--- src/seg_pin_pkg.sv ---
/*
 Package for the segment pin selection block: register offsets, field layouts,
 reset values and the variant code. Assumes a 32-bit classic Wishbone slave.
*/
package seg_pin_pkg;
   localparam logic [3:0] ADDR_CTRL = 4'h0;
   localparam logic [3:0] ADDR_SEL_LOW = 4'h4;
   localparam logic [3:0] ADDR_SEL_MID = 4'h8;
   localparam logic [3:0] ADDR_SEL_HIGH = 4'hC;
   localparam logic [7:0] RESET_SEL = 8'h00;
   localparam logic [7:0] MASK_LOW = 8'hFF;
   localparam logic [7:0] MASK_MID_SMALL = 8'h3F;
   localparam logic [7:0] MASK_MID_LARGE = 8'hFF;
   localparam logic [7:0] MASK_HIGH_SMALL = 8'h00;
   localparam logic [7:0] MASK_HIGH_LARGE = 8'h03;
   localparam int CTRL_ENABLE_BIT = 0;
   localparam int FIRST_SEG = 6;
   localparam int NUM_SEG_LARGE = 18;
   localparam int NUM_COM = 6;

   typedef enum logic [0:0] {
      VARIANT_SMALL = 1'b0,
      VARIANT_LARGE = 1'b1
   } variant_t;

   typedef struct packed {
      logic [7:0] high;
      logic [7:0] mid;
      logic [7:0] low;
   } seg_sel_t;
endpackage

--- src/lcd_segment_pin_select.sv ---
/*
 Segment pin selection for a software-driven panel driver. Holds the segment
 enable registers behind a classic Wishbone slave and muxes each shared pin
 between its segment drive and its other function. Assumes the panel drive
 levels and the other-function signals come from outside, synchronous to clk.
 The frame timing, bias current and common line selection live elsewhere.
*/
// Register access over Wishbone and the placing of the registers were left to the implementer.
`timescale 1ns/10ps
`default_nettype none
module lcd_segment_pin_select
   import seg_pin_pkg::*;
#(
   parameter variant_t VARIANT = VARIANT_LARGE
)
(
   input wire logic clk,
   input wire logic rst,
   input wire logic cyc_i,
   input wire logic stb_i,
   input wire logic we_i,
   input wire logic [3:0] adr_i,
   input wire logic [3:0] sel_i,
   input wire logic [31:0] dat_i,
   output logic [31:0] dat_o,
   output logic ack_o,
   input wire logic [NUM_SEG_LARGE-1:0] segment_drive,
   input wire logic [NUM_SEG_LARGE-1:0] other_function,
   input wire logic [NUM_COM-1:0] common_drive,
   output logic [NUM_SEG_LARGE-1:0] segment_output_pin,
   output logic [NUM_COM-1:0] common_output_pin,
   output logic panel_driver_enable
);
   localparam logic [7:0] MASK_MID = (VARIANT == VARIANT_LARGE) ? MASK_MID_LARGE
                                                              : MASK_MID_SMALL;
   localparam logic [7:0] MASK_HIGH = (VARIANT == VARIANT_LARGE) ? MASK_HIGH_LARGE
                                                               : MASK_HIGH_SMALL;

   logic ctrl_en_ff;
   seg_sel_t sel_ff;
   logic ack_ff;
   logic [31:0] dat_ff;
   logic req;
   logic [NUM_SEG_LARGE-1:0] seg_enable;
   logic [7:0] nxt_rd;

   // Only the two known variants have a register map; anything else is refused.
   if (VARIANT != VARIANT_SMALL && VARIANT != VARIANT_LARGE)
   begin : g_bad_variant
      $error("Unsupported variant.");
   end

   if (NUM_SEG_LARGE != 8 + 8 + 2)
   begin : g_bad_width
      $error("Segment count does not match the select registers.");
   end

   // A request is answered one cycle after it is seen; ack falls the next cycle.
   // Masking req while ack is up keeps a master that is slow to drop stb from
   // being served twice.
   assign req = cyc_i && stb_i && !ack_ff;

   always_ff @(posedge clk or posedge rst)
   begin
      if (rst)
      begin
         ack_ff <= 1'b0;
      end
      else
      begin
         ack_ff <= req;
      end
   end

   // The module enable gates the commons and the segment-selected pins; pin selection is kept apart so
   // software can arrange the pins before switching the panel on.
   always_ff @(posedge clk or posedge rst)
   begin
      if (rst)
      begin
         ctrl_en_ff <= 1'b0;
      end
      else if (req && we_i && sel_i[0] && adr_i == ADDR_CTRL)
      begin
         ctrl_en_ff <= dat_i[CTRL_ENABLE_BIT];
      end
   end

   // Masks keep unimplemented bits at zero so reads return zero there.
   always_ff @(posedge clk or posedge rst)
   begin
      if (rst)
      begin
         sel_ff <= '{default: RESET_SEL};
      end
      else if (req && we_i && sel_i[0])
      begin
         unique case (adr_i)
            ADDR_SEL_LOW: sel_ff.low <= dat_i[7:0] & MASK_LOW;
            ADDR_SEL_MID: sel_ff.mid <= dat_i[7:0] & MASK_MID;
            ADDR_SEL_HIGH: sel_ff.high <= dat_i[7:0] & MASK_HIGH;
            default: ;
         endcase
      end
   end

   // Read data comes straight from the stored bytes, which already hold zero
   // wherever no select bit exists.
   always_comb
   begin
      unique case (adr_i)
         ADDR_CTRL: nxt_rd = {7'h00, ctrl_en_ff};
         ADDR_SEL_LOW: nxt_rd = sel_ff.low;
         ADDR_SEL_MID: nxt_rd = sel_ff.mid;
         ADDR_SEL_HIGH: nxt_rd = sel_ff.high;
         default: nxt_rd = 8'h00;
      endcase
   end

   // Unmapped addresses are acknowledged, reading zero and ignoring writes.
   always_ff @(posedge clk or posedge rst)
   begin
      if (rst)
      begin
         dat_ff <= 32'h00000000;
      end
      else if (req && !we_i)
      begin
         dat_ff <= {24'h000000, nxt_rd};
      end
   end

   assign ack_o = ack_ff;
   assign dat_o = dat_ff;
   assign panel_driver_enable = ctrl_en_ff;

   // Bits 0..13 map to segment pins 6..19, 14..15 to 20..21, 16..17 to 22..23.
   assign seg_enable = {sel_ff.high[1:0], sel_ff.mid, sel_ff.low};

   // Gating the drive with the module enable, not the selects, keeps a pin from
   // jumping to its other function when the panel is switched off.
   always_comb
   begin
      for (int i = 0; i < NUM_SEG_LARGE; i++)
      begin
         if (!seg_enable[i])
         begin
            segment_output_pin[i] = other_function[i];
         end
         else
         begin
            segment_output_pin[i] = ctrl_en_ff & segment_drive[i];
         end
      end
      common_output_pin = ctrl_en_ff ? common_drive : {NUM_COM{1'b0}};
   end

   // Checks below watch only what this block drives; bus inputs are taken as given.
   mid_mask_a: assert property (@(posedge clk) disable iff (rst)
      (sel_ff.mid & ~MASK_MID) == 8'h00 && (sel_ff.high & ~MASK_HIGH) == 8'h00)
      else $error("Unimplemented select bit set.");
   write_low_a: assert property (@(posedge clk) disable iff (rst)
      req && we_i && sel_i[0] && adr_i == ADDR_SEL_LOW |=> sel_ff.low == $past(dat_i[7:0]))
      else $error("Low select write lost.");
   write_mid_a: assert property (@(posedge clk) disable iff (rst)
      req && we_i && sel_i[0] && adr_i == ADDR_SEL_MID
      |=> sel_ff.mid == ($past(dat_i[7:0]) & MASK_MID))
      else $error("Mid select write wrong.");
   write_high_a: assert property (@(posedge clk) disable iff (rst)
      req && we_i && sel_i[0] && adr_i == ADDR_SEL_HIGH
      |=> sel_ff.high == ($past(dat_i[7:0]) & MASK_HIGH))
      else $error("High select write wrong.");
   route_other_a: assert property (@(posedge clk) disable iff (rst)
      !seg_enable[0] |-> segment_output_pin[0] == other_function[0])
      else $error("Disabled pin not on other function.");
   top_pin_a: assert property (@(posedge clk) disable iff (rst)
      seg_enable[17] && !ctrl_en_ff |-> !segment_output_pin[17])
      else $error("Pin 23 driven while module off.");
   disabled_low_a: assert property (@(posedge clk) disable iff (rst)
      !ctrl_en_ff |-> common_output_pin == '0 && (segment_output_pin & seg_enable) == '0)
      else $error("Outputs not low while module off.");
   reset_clear_a: assert property (@(posedge clk)
      $fell(rst) |-> sel_ff == '0)
      else $error("Select bits not cleared by reset.");
   ack_once_a: assert property (@(posedge clk) disable iff (rst)
      ack_o |=> !ack_o)
      else $error("Ack held two cycles.");
   read_back_a: assert property (@(posedge clk) disable iff (rst)
      req && !we_i && adr_i == ADDR_SEL_HIGH |=> ack_o && dat_o[31:2] == '0)
      else $error("High read not zero above bit 1.");

   // Read data: the stored byte in the low lane, zero above it.
   read_low_a: assert property (@(posedge clk) disable iff (rst)
      req && !we_i && adr_i == ADDR_SEL_LOW |=> dat_o == {24'h000000, $past(sel_ff.low)})
      else $error("Low select read wrong.");
   read_mid_a: assert property (@(posedge clk) disable iff (rst)
      req && !we_i && adr_i == ADDR_SEL_MID
      |=> dat_o == {24'h000000, $past(sel_ff.mid) & MASK_MID})
      else $error("Mid select read wrong.");
   read_high_a: assert property (@(posedge clk) disable iff (rst)
      req && !we_i && adr_i == ADDR_SEL_HIGH
      |=> dat_o == {24'h000000, $past(sel_ff.high) & MASK_HIGH})
      else $error("High select read wrong.");
   read_ctrl_a: assert property (@(posedge clk) disable iff (rst)
      req && !we_i && adr_i == ADDR_CTRL |=> dat_o == {31'h00000000, $past(ctrl_en_ff)})
      else $error("Control read wrong.");
   read_unmapped_a: assert property (@(posedge clk) disable iff (rst)
      req && !we_i && adr_i[1:0] != 2'h0 |=> dat_o == 32'h00000000)
      else $error("Unmapped read not zero.");

   // Bus timing: one ack per request, always one cycle later.
   ack_follow_a: assert property (@(posedge clk) disable iff (rst)
      req |=> ack_o)
      else $error("Request not acknowledged next cycle.");
   ack_cause_a: assert property (@(posedge clk) disable iff (rst)
      ack_o |-> $past(req))
      else $error("Ack without request.");
   reset_ack_a: assert property (@(posedge clk)
      $fell(rst) |-> !ack_o && dat_o == 32'h00000000 && !ctrl_en_ff)
      else $error("Bus side not cleared by reset.");

   // Writes: one with lane 0 set to a mapped address lands in its own register only; any other access changes no register.
   write_ctrl_a: assert property (@(posedge clk) disable iff (rst)
      req && we_i && sel_i[0] && adr_i == ADDR_CTRL
      |=> ctrl_en_ff == $past(dat_i[CTRL_ENABLE_BIT]))
      else $error("Control write lost.");
   low_only_a: assert property (@(posedge clk) disable iff (rst)
      req && we_i && adr_i == ADDR_SEL_LOW |=> $stable(sel_ff.mid) && $stable(sel_ff.high))
      else $error("Low write touched another register.");
   mid_only_a: assert property (@(posedge clk) disable iff (rst)
      req && we_i && adr_i == ADDR_SEL_MID |=> $stable(sel_ff.low) && $stable(sel_ff.high))
      else $error("Mid write touched another register.");
   high_only_a: assert property (@(posedge clk) disable iff (rst)
      req && we_i && adr_i == ADDR_SEL_HIGH |=> $stable(sel_ff.low) && $stable(sel_ff.mid))
      else $error("High write touched another register.");
   ctrl_only_a: assert property (@(posedge clk) disable iff (rst)
      req && we_i && adr_i == ADDR_CTRL |=> $stable(sel_ff))
      else $error("Control write touched a select register.");
   lane_off_a: assert property (@(posedge clk) disable iff (rst)
      req && we_i && !sel_i[0] |=> $stable(sel_ff) && $stable(ctrl_en_ff))
      else $error("Write without byte lane took effect.");
   unmapped_write_a: assert property (@(posedge clk) disable iff (rst)
      req && we_i && adr_i[1:0] != 2'h0 |=> $stable(sel_ff) && $stable(ctrl_en_ff))
      else $error("Unmapped write took effect.");
   read_no_write_a: assert property (@(posedge clk) disable iff (rst)
      req && !we_i |=> $stable(sel_ff) && $stable(ctrl_en_ff))
      else $error("Read changed a register.");
   idle_hold_a: assert property (@(posedge clk) disable iff (rst)
      !req |=> $stable(sel_ff) && $stable(ctrl_en_ff))
      else $error("Register changed without a request.");
   read_hold_a: assert property (@(posedge clk) disable iff (rst)
      !(req && !we_i) |=> $stable(dat_o))
      else $error("Read data changed without a read.");
   write_ack_a: assert property (@(posedge clk) disable iff (rst)
      req && we_i |=> ack_o && $stable(dat_o))
      else $error("Write not acknowledged or read data disturbed.");

   // One set of checks per shared pin, so that a crossed bit shows at its own pin.
   for (genvar p = 0; p < NUM_SEG_LARGE; p++)
   begin : g_pin_chk
      pin_other_a: assert property (@(posedge clk) disable iff (rst)
         !seg_enable[p] |-> segment_output_pin[p] == other_function[p])
         else $error("Disabled pin not on other function.");
      pin_segment_a: assert property (@(posedge clk) disable iff (rst)
         seg_enable[p] && ctrl_en_ff |-> segment_output_pin[p] == segment_drive[p])
         else $error("Enabled pin not on segment drive.");
      pin_off_a: assert property (@(posedge clk) disable iff (rst)
         seg_enable[p] && !ctrl_en_ff |-> !segment_output_pin[p])
         else $error("Segment pin driven while module off.");
   end

   // Commons follow their drive only while the module is on.
   common_on_a: assert property (@(posedge clk) disable iff (rst)
      ctrl_en_ff |-> common_output_pin == common_drive)
      else $error("Common lines not following their drive.");

   // The small variant has no pins 20 to 23, so their selects never rise.
   if (VARIANT == VARIANT_SMALL)
   begin : g_small_chk
      small_top_a: assert property (@(posedge clk) disable iff (rst)
         seg_enable[NUM_SEG_LARGE-1:14] == 4'h0)
         else $error("Small variant enabled a missing pin.");
      small_mid_a: assert property (@(posedge clk) disable iff (rst)
         sel_ff.mid[7:6] == 2'h0)
         else $error("Small variant kept a missing mid bit.");
   end

   // The large variant keeps only the two low bits of the high register.
   if (VARIANT == VARIANT_LARGE)
   begin : g_large_chk
      large_high_a: assert property (@(posedge clk) disable iff (rst)
         sel_ff.high[7:2] == 6'h00)
         else $error("Large variant kept a missing high bit.");
   end

   write_cov: cover property (@(posedge clk) req && we_i && adr_i == ADDR_SEL_MID);
   read_cov: cover property (@(posedge clk) req && !we_i && adr_i == ADDR_SEL_LOW);
   drive_cov: cover property (@(posedge clk) ctrl_en_ff && seg_enable[0]);
   high_cov: cover property (@(posedge clk) req && we_i && adr_i == ADDR_SEL_HIGH);
   off_cov: cover property (@(posedge clk) !ctrl_en_ff && seg_enable[NUM_SEG_LARGE-1]);
endmodule
`default_nettype wire

--- config.mk ---
export PLATFORM = sky130hd
export DESIGN_NAME = lcd_segment_pin_select
export DESIGN_NICKNAME = d
export VERILOG_FILES = /design/src/seg_pin_pkg.sv /design/src/lcd_segment_pin_select.sv
export SDC_FILE = /design/constraint.sdc
export NUM_CORES = 1
export LEC_CHECK = 0
export BUFFER_PORTS_ARGS = -buffer_cell sky130_fd_sc_hd__buf_2
export CAP_MARGIN = 20
export CELL_PAD_IN_SITES_DETAIL_PLACEMENT = 1
export CELL_PAD_IN_SITES_GLOBAL_PLACEMENT = 2
export CORE_MARGIN = 2
export CORE_UTILIZATION = 20
export CTS_CLUSTER_SIZE = 16
export DETAILED_ROUTE_END_ITERATION = 6
export MAX_ROUTING_LAYER = met4
export PLACE_DENSITY_LB_ADDON = 0.1
export SYNTH_ARGS = -nofsm -noshare
export SYNTH_HDL_FRONTEND = slang
export SYNTH_SLANG_ARGS = --single-unit
--- constraint.sdc ---
create_clock -name clk -period 1.4 [get_ports clk]
set_input_delay 0.07 -clock clk [delete_from_list [all_inputs] [get_ports clk]]
set_output_delay 0.07 -clock clk [all_outputs]
set_load 0.02 [all_outputs]
### Word level (Yosys, flattened, before mapping)

Index checks and enable logic that the tools add are counted.
Widths: inputs -> output; s select.

| cells by class | value |
|---|---|
| muxes and demuxes | 20 |
| reductions and logical operators | 12 |
| eq/ne operators | 3 |
| bitwise gates (word level) | 18 |

Operators with widths:

| cell | number |
|---|---|
| $pmux 8 s4 | 1 |
| $and 1x1->1 | 18 |
| $mux 1 | 18 |
| $eq 4x4->1 const B | 2 |
| $logic_and 1x1->1 | 6 |
| $mux 6 | 1 |
| $reduce_and 2->1 | 3 |
| $eq 4x3->1 const B | 1 |
| $logic_not 4->1 | 1 |
| $logic_not 1->1 | 2 |

| word-level totals | value |
|---|---|
| input bits | 87 |
| output and inout port bits | 58 |
| word-level logic and storage cells | 59 |
| flip-flop bits (word level) | 28 |

### Depth between registers and ports, before layout

| logic depth | value |
|---|---|
| word-level depth | 5 |
| mapped depth | 4 |
| mapped depth without buffers | 3 |

### Least setup slack after synthesis

No wires, ideal clock.

| timing path | value |
|---|---|
| path type | reg2reg |
| start point | register ctrl_en_ff (netlist: panel_driver_enable) |
| end point | register dat_ff[0] (netlist: dat_o[0]) |
| data arrival time | 1.278 ns |
| path buffers | 1 |
| slack | 0.001 ns |
| stages on the path, launching flop included | 4 |
| period minus slack after synthesis | 1.399 ns |
| data required time | 1.279 ns |
| setup time | 0.121 ns |
| cell sequence | dfrtp_1 > clkbuf_1 > mux4_1 > a22o_1 |

| on the way | value |
|---|---|
| longest elaborated chain between the ends | 1 |

RTL lines:

| what | RTL line | text |
|---|---|---|
| start: declaration | lcd_segment_pin_select.sv:39 | `logic ctrl_en_ff;` |
| start signal: assignment | lcd_segment_pin_select.sv:85 | `ctrl_en_ff <= dat_i[CTRL_ENABLE_BIT];` |
| $pmux 8 s4 | lcd_segment_pin_select.sv:111 | `unique case (adr_i)` |
| end signal: assignment | lcd_segment_pin_select.sv:129 | `dat_ff <= {24'h000000, nxt_rd};` |
| end: declaration | lcd_segment_pin_select.sv:42 | `logic [31:0] dat_ff;` |

No other way between the ends.
A chain may end at the register's enable or synchronous reset.

### Final worst setup path

| timing path | value |
|---|---|
| start point | register ack_ff (netlist: ack_o) |
| end point | register sel_ff (netlist bit seg_enable[16]) |

| on the way | value |
|---|---|
| longest elaborated chain between the ends | 5 |

RTL lines:

| what | RTL line | text |
|---|---|---|
| start: declaration | lcd_segment_pin_select.sv:41 | `logic ack_ff;` |
| start signal: assignment | lcd_segment_pin_select.sv:71 | `ack_ff <= req;` |
| $logic_not 1->1 | lcd_segment_pin_select.sv:61 | `assign req = cyc_i && stb_i && !ack_ff;` |
| $logic_and 1x1->1 | lcd_segment_pin_select.sv:61 |  |
| $logic_and 1x1->1 (2 in a row) | lcd_segment_pin_select.sv:96 | `else if (req && we_i && sel_i[0])` |
| $reduce_and 2->1 (no source line) | -- |  |
| end: declaration | lcd_segment_pin_select.sv:40 | `seg_sel_t sel_ff;` |

No other way between the ends.

==> Flow_metrics.wiki <==
{| class="wikitable"
! Metric !! Value
|-
| Routed wire length per instance || 14.0 um
|-
| Port Buffer Count || 93
|-
| Simple-gate portion of the synthesized area || 14.6%
|-
| Number of register bits inferred by synthesis || 28
|-
| Leakage power || 1.32 nW
|-
| Cell chain of the critical path || and3b_2 > buf_4 > nand4_1 > mux2_2
|-
| Final setup violating endpoints || 0
|-
| Setup repair bufs after CTS || 0
|-
| Starting density of the core || 20.5%
|-
| Met1 wire length || 2.29 mm
|-
| Final routed wirelength across all metal layers || 5.32 mm
|-
| First-pass GRT wire length || 8.14 mm
|-
| Vias in the first global route || 1535
|-
| Maximum number of pins on one net before global-route repair || 29
|-
| Internal power || 1.26 mW
|-
| Number of pins exceeding their max-slew limit in the final report || 0
|-
| Number of instances in the synthesized netlist || 176
|-
| Worst Hold Launch || dat_i[2]
|-
| Dominant synthesized flop cell || sky130_fd_sc_hd__dfrtp_1
|-
| CTS tree || done
|-
| Iteration-0 DRC count of the detailed router || 38
|-
| CTS sink count || 28
|-
| Mean area per synthesized cell || 10.1 um2
|-
| Startpoint of the worst register-to-register path || ack_o
|-
| Post-synthesis share of cell area spent on xor and xnor gates || 0%
|-
| Die Y-Extent || 98.3 um
|-
| Stage delay of the slowest cell on the critical path || 0.38 ns
|-
| Net load switching power || 0.570 mW
|-
| Area Growth Syn to Fin || 34.3%
|-
| Number of warning messages in the yosys log || 0
|-
| Classification of the worst-slack hold path || in -> reg
|-
| Sum of met3 wire segment lengths after detailed routing || 245 um
|-
| Grt ovf || 0
|-
| Fraction of the mapped netlist area in compound gates || 11.7%
|-
| Main combinational cell family by area after synthesis || multiplexers
|-
| Initial antenna violation count || 0
|-
| Sequential-to-total area share from yosys stat || 39.4%
|-
| Highest metal used || met4
|-
| Proportion of netlist area held by the largest area contributor || 39.4%
|-
| Total DRC errors in the routed layout || 0
|-
| Iteration count of the initial detailed-routing pass || 3
|-
| Number of flops mapped to enable cells by yosys || 0
|-
| Skew-Pair Late Insertion Delay || 0.27 ns
|-
| All-layer global routing usage || 10.9%
|-
| Final clock period utilization by the worst path || 98.9%
|-
| # nets final || 361
|-
| Worst-path maximum fanout || 3
|-
| Via count || 1553
|-
| Minimum period implied by the final worst setup slack || 1.38 ns
|-
| Area contributors post-synth || sky130_fd_sc_hd__dfrtp_1 (39%), sky130_fd_sc_hd__mux2_4 (14%), sky130_fd_sc_hd__buf_4 (11%)
|-
| Leading cell types by count after synthesis || sky130_fd_sc_hd__dfrtp_1 (28), sky130_fd_sc_hd__buf_4 (26), sky130_fd_sc_hd__inv_1 (19), sky130_fd_sc_hd__nand3_1 (19), sky130_fd_sc_hd__o21ai_0 (18)
|-
| Arrival time worst endpoint || 1.55 ns
|-
| Run status || finished, final reports clean
|-
| Post-Route Skew || 0.00152 ns
|-
| Maxcap violations || 0
|-
| Diode insertion count for antenna repair || 0
|-
| Highest attainable clock frequency || 723 MHz
|-
| Number of I/O pins || 145
|-
| Cell with the biggest individual delay on the critical path || sky130_fd_sc_hd__dfrtp_1
|-
| Yosys cell types || 25
|-
| Proportion of layout cells with a drive suffix above 1 || 48.2%
|-
| Metal2 WL || 2.75 mm
|-
| Switching part of the total power || 31.2%
|-
| Clock Path Buffers || 2
|-
| Total clock buffers created by CTS || 3
|-
| Logic pwr share || 26.4%
|-
| Fraction of power consumed by the clock network || 24.3%
|-
| Fraction of registers with async set/reset || 100%
|-
| Critical Path Start || ack_o
|-
| Unrepaired setup endpoints after global routing || yes
|-
| Post-route core utilization || 27.5%
|-
| Final hold slack || 0.0385 ns
|-
| Final-report hold violation count || 0
|-
| Placed wire-length estimate || 3.98 mm
|-
| Remaining number of nets flagged by the antenna check after routing || 0
|-
| Htree depth || 1
|-
| Final RePlAce weighted congestion || 0.676
|-
| Kind of start point of the critical path || register
|-
| Leading area contributor after synthesis || sky130_fd_sc_hd__dfrtp_1
|-
| Pwr/cell area || 765 nW/um2
|-
| Multiplexer share of the synthesized area || 17.5%
|-
| Post-CTS clock slew at the launch and capture registers of the worst setup and hold paths || 0.09 ns
|-
| IR drop worst, VDD || 0.402 mV
|-
| Sequential group share of total power || 49.3%
|-
| Floorplan core area || 8680 um2
|-
| Site Rows || 34
|-
| Clk Tree Root Cell || sky130_fd_sc_hd__clkbuf_8
|-
| Crit. End Element || register
|-
| Width of the chip || 98.3 um
|-
| Critical path class || reg -> reg
|-
| Required @ worst endpoint || 1.57 ns
|-
| Synthesized-area fraction occupied by adder cells || 0%
|-
| Die Footprint || 9670 um2
|-
| Cell Area, Synth || 1780 um2
|-
| Via-per-instance ratio || 4.09
|-
| Count leader, synth || sky130_fd_sc_hd__dfrtp_1
|}
-- metrics by stage --
stage | std cells | cell area [um2] | total power, mW | setup WS, ns | TNS, ns
after CTS | 379 | 2350 | 1.84 | 0.00936 | 0
after floorplan | 199 | 1870 | 1.25 | 0.000831 | 0
after detailed placement | 375 | 2290 | 1.38 | -0.0328 | -0.296
after global routing | 380 | 2390 | 1.94 | -0.0370 | -0.144
final | 380 | 2390 | 1.83 | 0.0160 | 0
after global placement | 375 | 2290 | 1.38 | -0.0359 | -0.437
-- critical path: cells and delay by family (launching register included) --
| family | cells | cell delay (ns) |
|---|---|---|
| DFF | 1 | 0.38 |
| and+or+nand+nor | 2 | 0.45 |
| buffers and inverters | 1 | 0.14 |
| muxes | 1 | 0.31 |
-- per-layer routing --
layer	GRT usage, %	vias up
li1	-	752
met3	2.08	2
met1	13.2	746
met5	-	-
met2	19.1	53
met4	1.90	0
-- flip-flops by register name (all words and copies together), names as in the netlist --
name / count
seg_enable: 18
dat_o: 8
panel_driver_enable: 1
ack_o: 1
-- layout make-up --
cell class              count  area (um2)
fillers                  1058        6290
multi-input cells         120         870
flip-flops and latches     28         702
repair buffers            102         571
well taps                 108         135
inverters                  19        71.3
clock buffers               3        41.3
-- power groups by stage --
stage                     combinational (mW)  sequential [mW]  clock (mW)
final                                  0.482            0.902       0.445
after global routing                   0.527            0.912       0.506
after CTS                              0.472            0.900       0.471
after detailed placement               0.465            0.916           0
after global placement                 0.462            0.914           0
after floorplan                        0.340            0.909           0
-- logic make-up (layout without fill, tap and decap cells) --
| group | count (synthesis) | in the layout |
|---|---|---|
| AOI/OAI and AO/OA | 33 | 33 |
| buffers and inverters | 51 | 124 |
| DFF | 28 | 28 |
| muxes | 21 | 21 |
| other | 1 | 24 |
| and+or+nand+nor | 42 | 42 |
-- layout by cell type, fill, tap and decap left out, types with 2 or more instances in the layout --
master / count
sky130_fd_sc_hd__a22o_1: 2
sky130_fd_sc_hd__clkbuf_8: 3
sky130_fd_sc_hd__o21ai_0: 14
sky130_fd_sc_hd__and2_1: 6
sky130_fd_sc_hd__dfrtp_1: 27
sky130_fd_sc_hd__buf_4: 8
sky130_fd_sc_hd__inv_1: 19
sky130_fd_sc_hd__nor2_1: 2
sky130_fd_sc_hd__nand3_1: 19
sky130_fd_sc_hd__mux2_4: 16
sky130_fd_sc_hd__o21ai_1: 4
sky130_fd_sc_hd__mux2_2: 4
sky130_fd_sc_hd__o31ai_1: 6
sky130_fd_sc_hd__nor2b_1: 2
sky130_fd_sc_hd__a22oi_1: 6
sky130_fd_sc_hd__conb_1: 24
sky130_fd_sc_hd__nand2_1: 6
sky130_fd_sc_hd__buf_2: 91
sky130_fd_sc_hd__nand3_4: 2
-- worst paths after layout --
check / to / slack (ns) / cells after the start
hold / removal: seg_enable[10] / 0.04 / 2
max in group asynchronous: panel_driver_enable / 0.69 / 4
hold reg to reg: dat_o[6] / 0.49 / 2
setup / recovery: seg_enable[16] / 0.02 / 4
setup reg to reg: seg_enable[16] / 0.02 / 4
min in group asynchronous: seg_enable[14] / 0.41 / 4
-- repair_timing --
item	in CTS	in global routing
hold buffers	1	0
endpoints found under the hold margin	28	0
pin swaps	0	0
cloned	0	1
gates resized for setup	2	9
setup endpoints to repair	27	34
No activity file was read; power rests on OpenSTA's default activity.
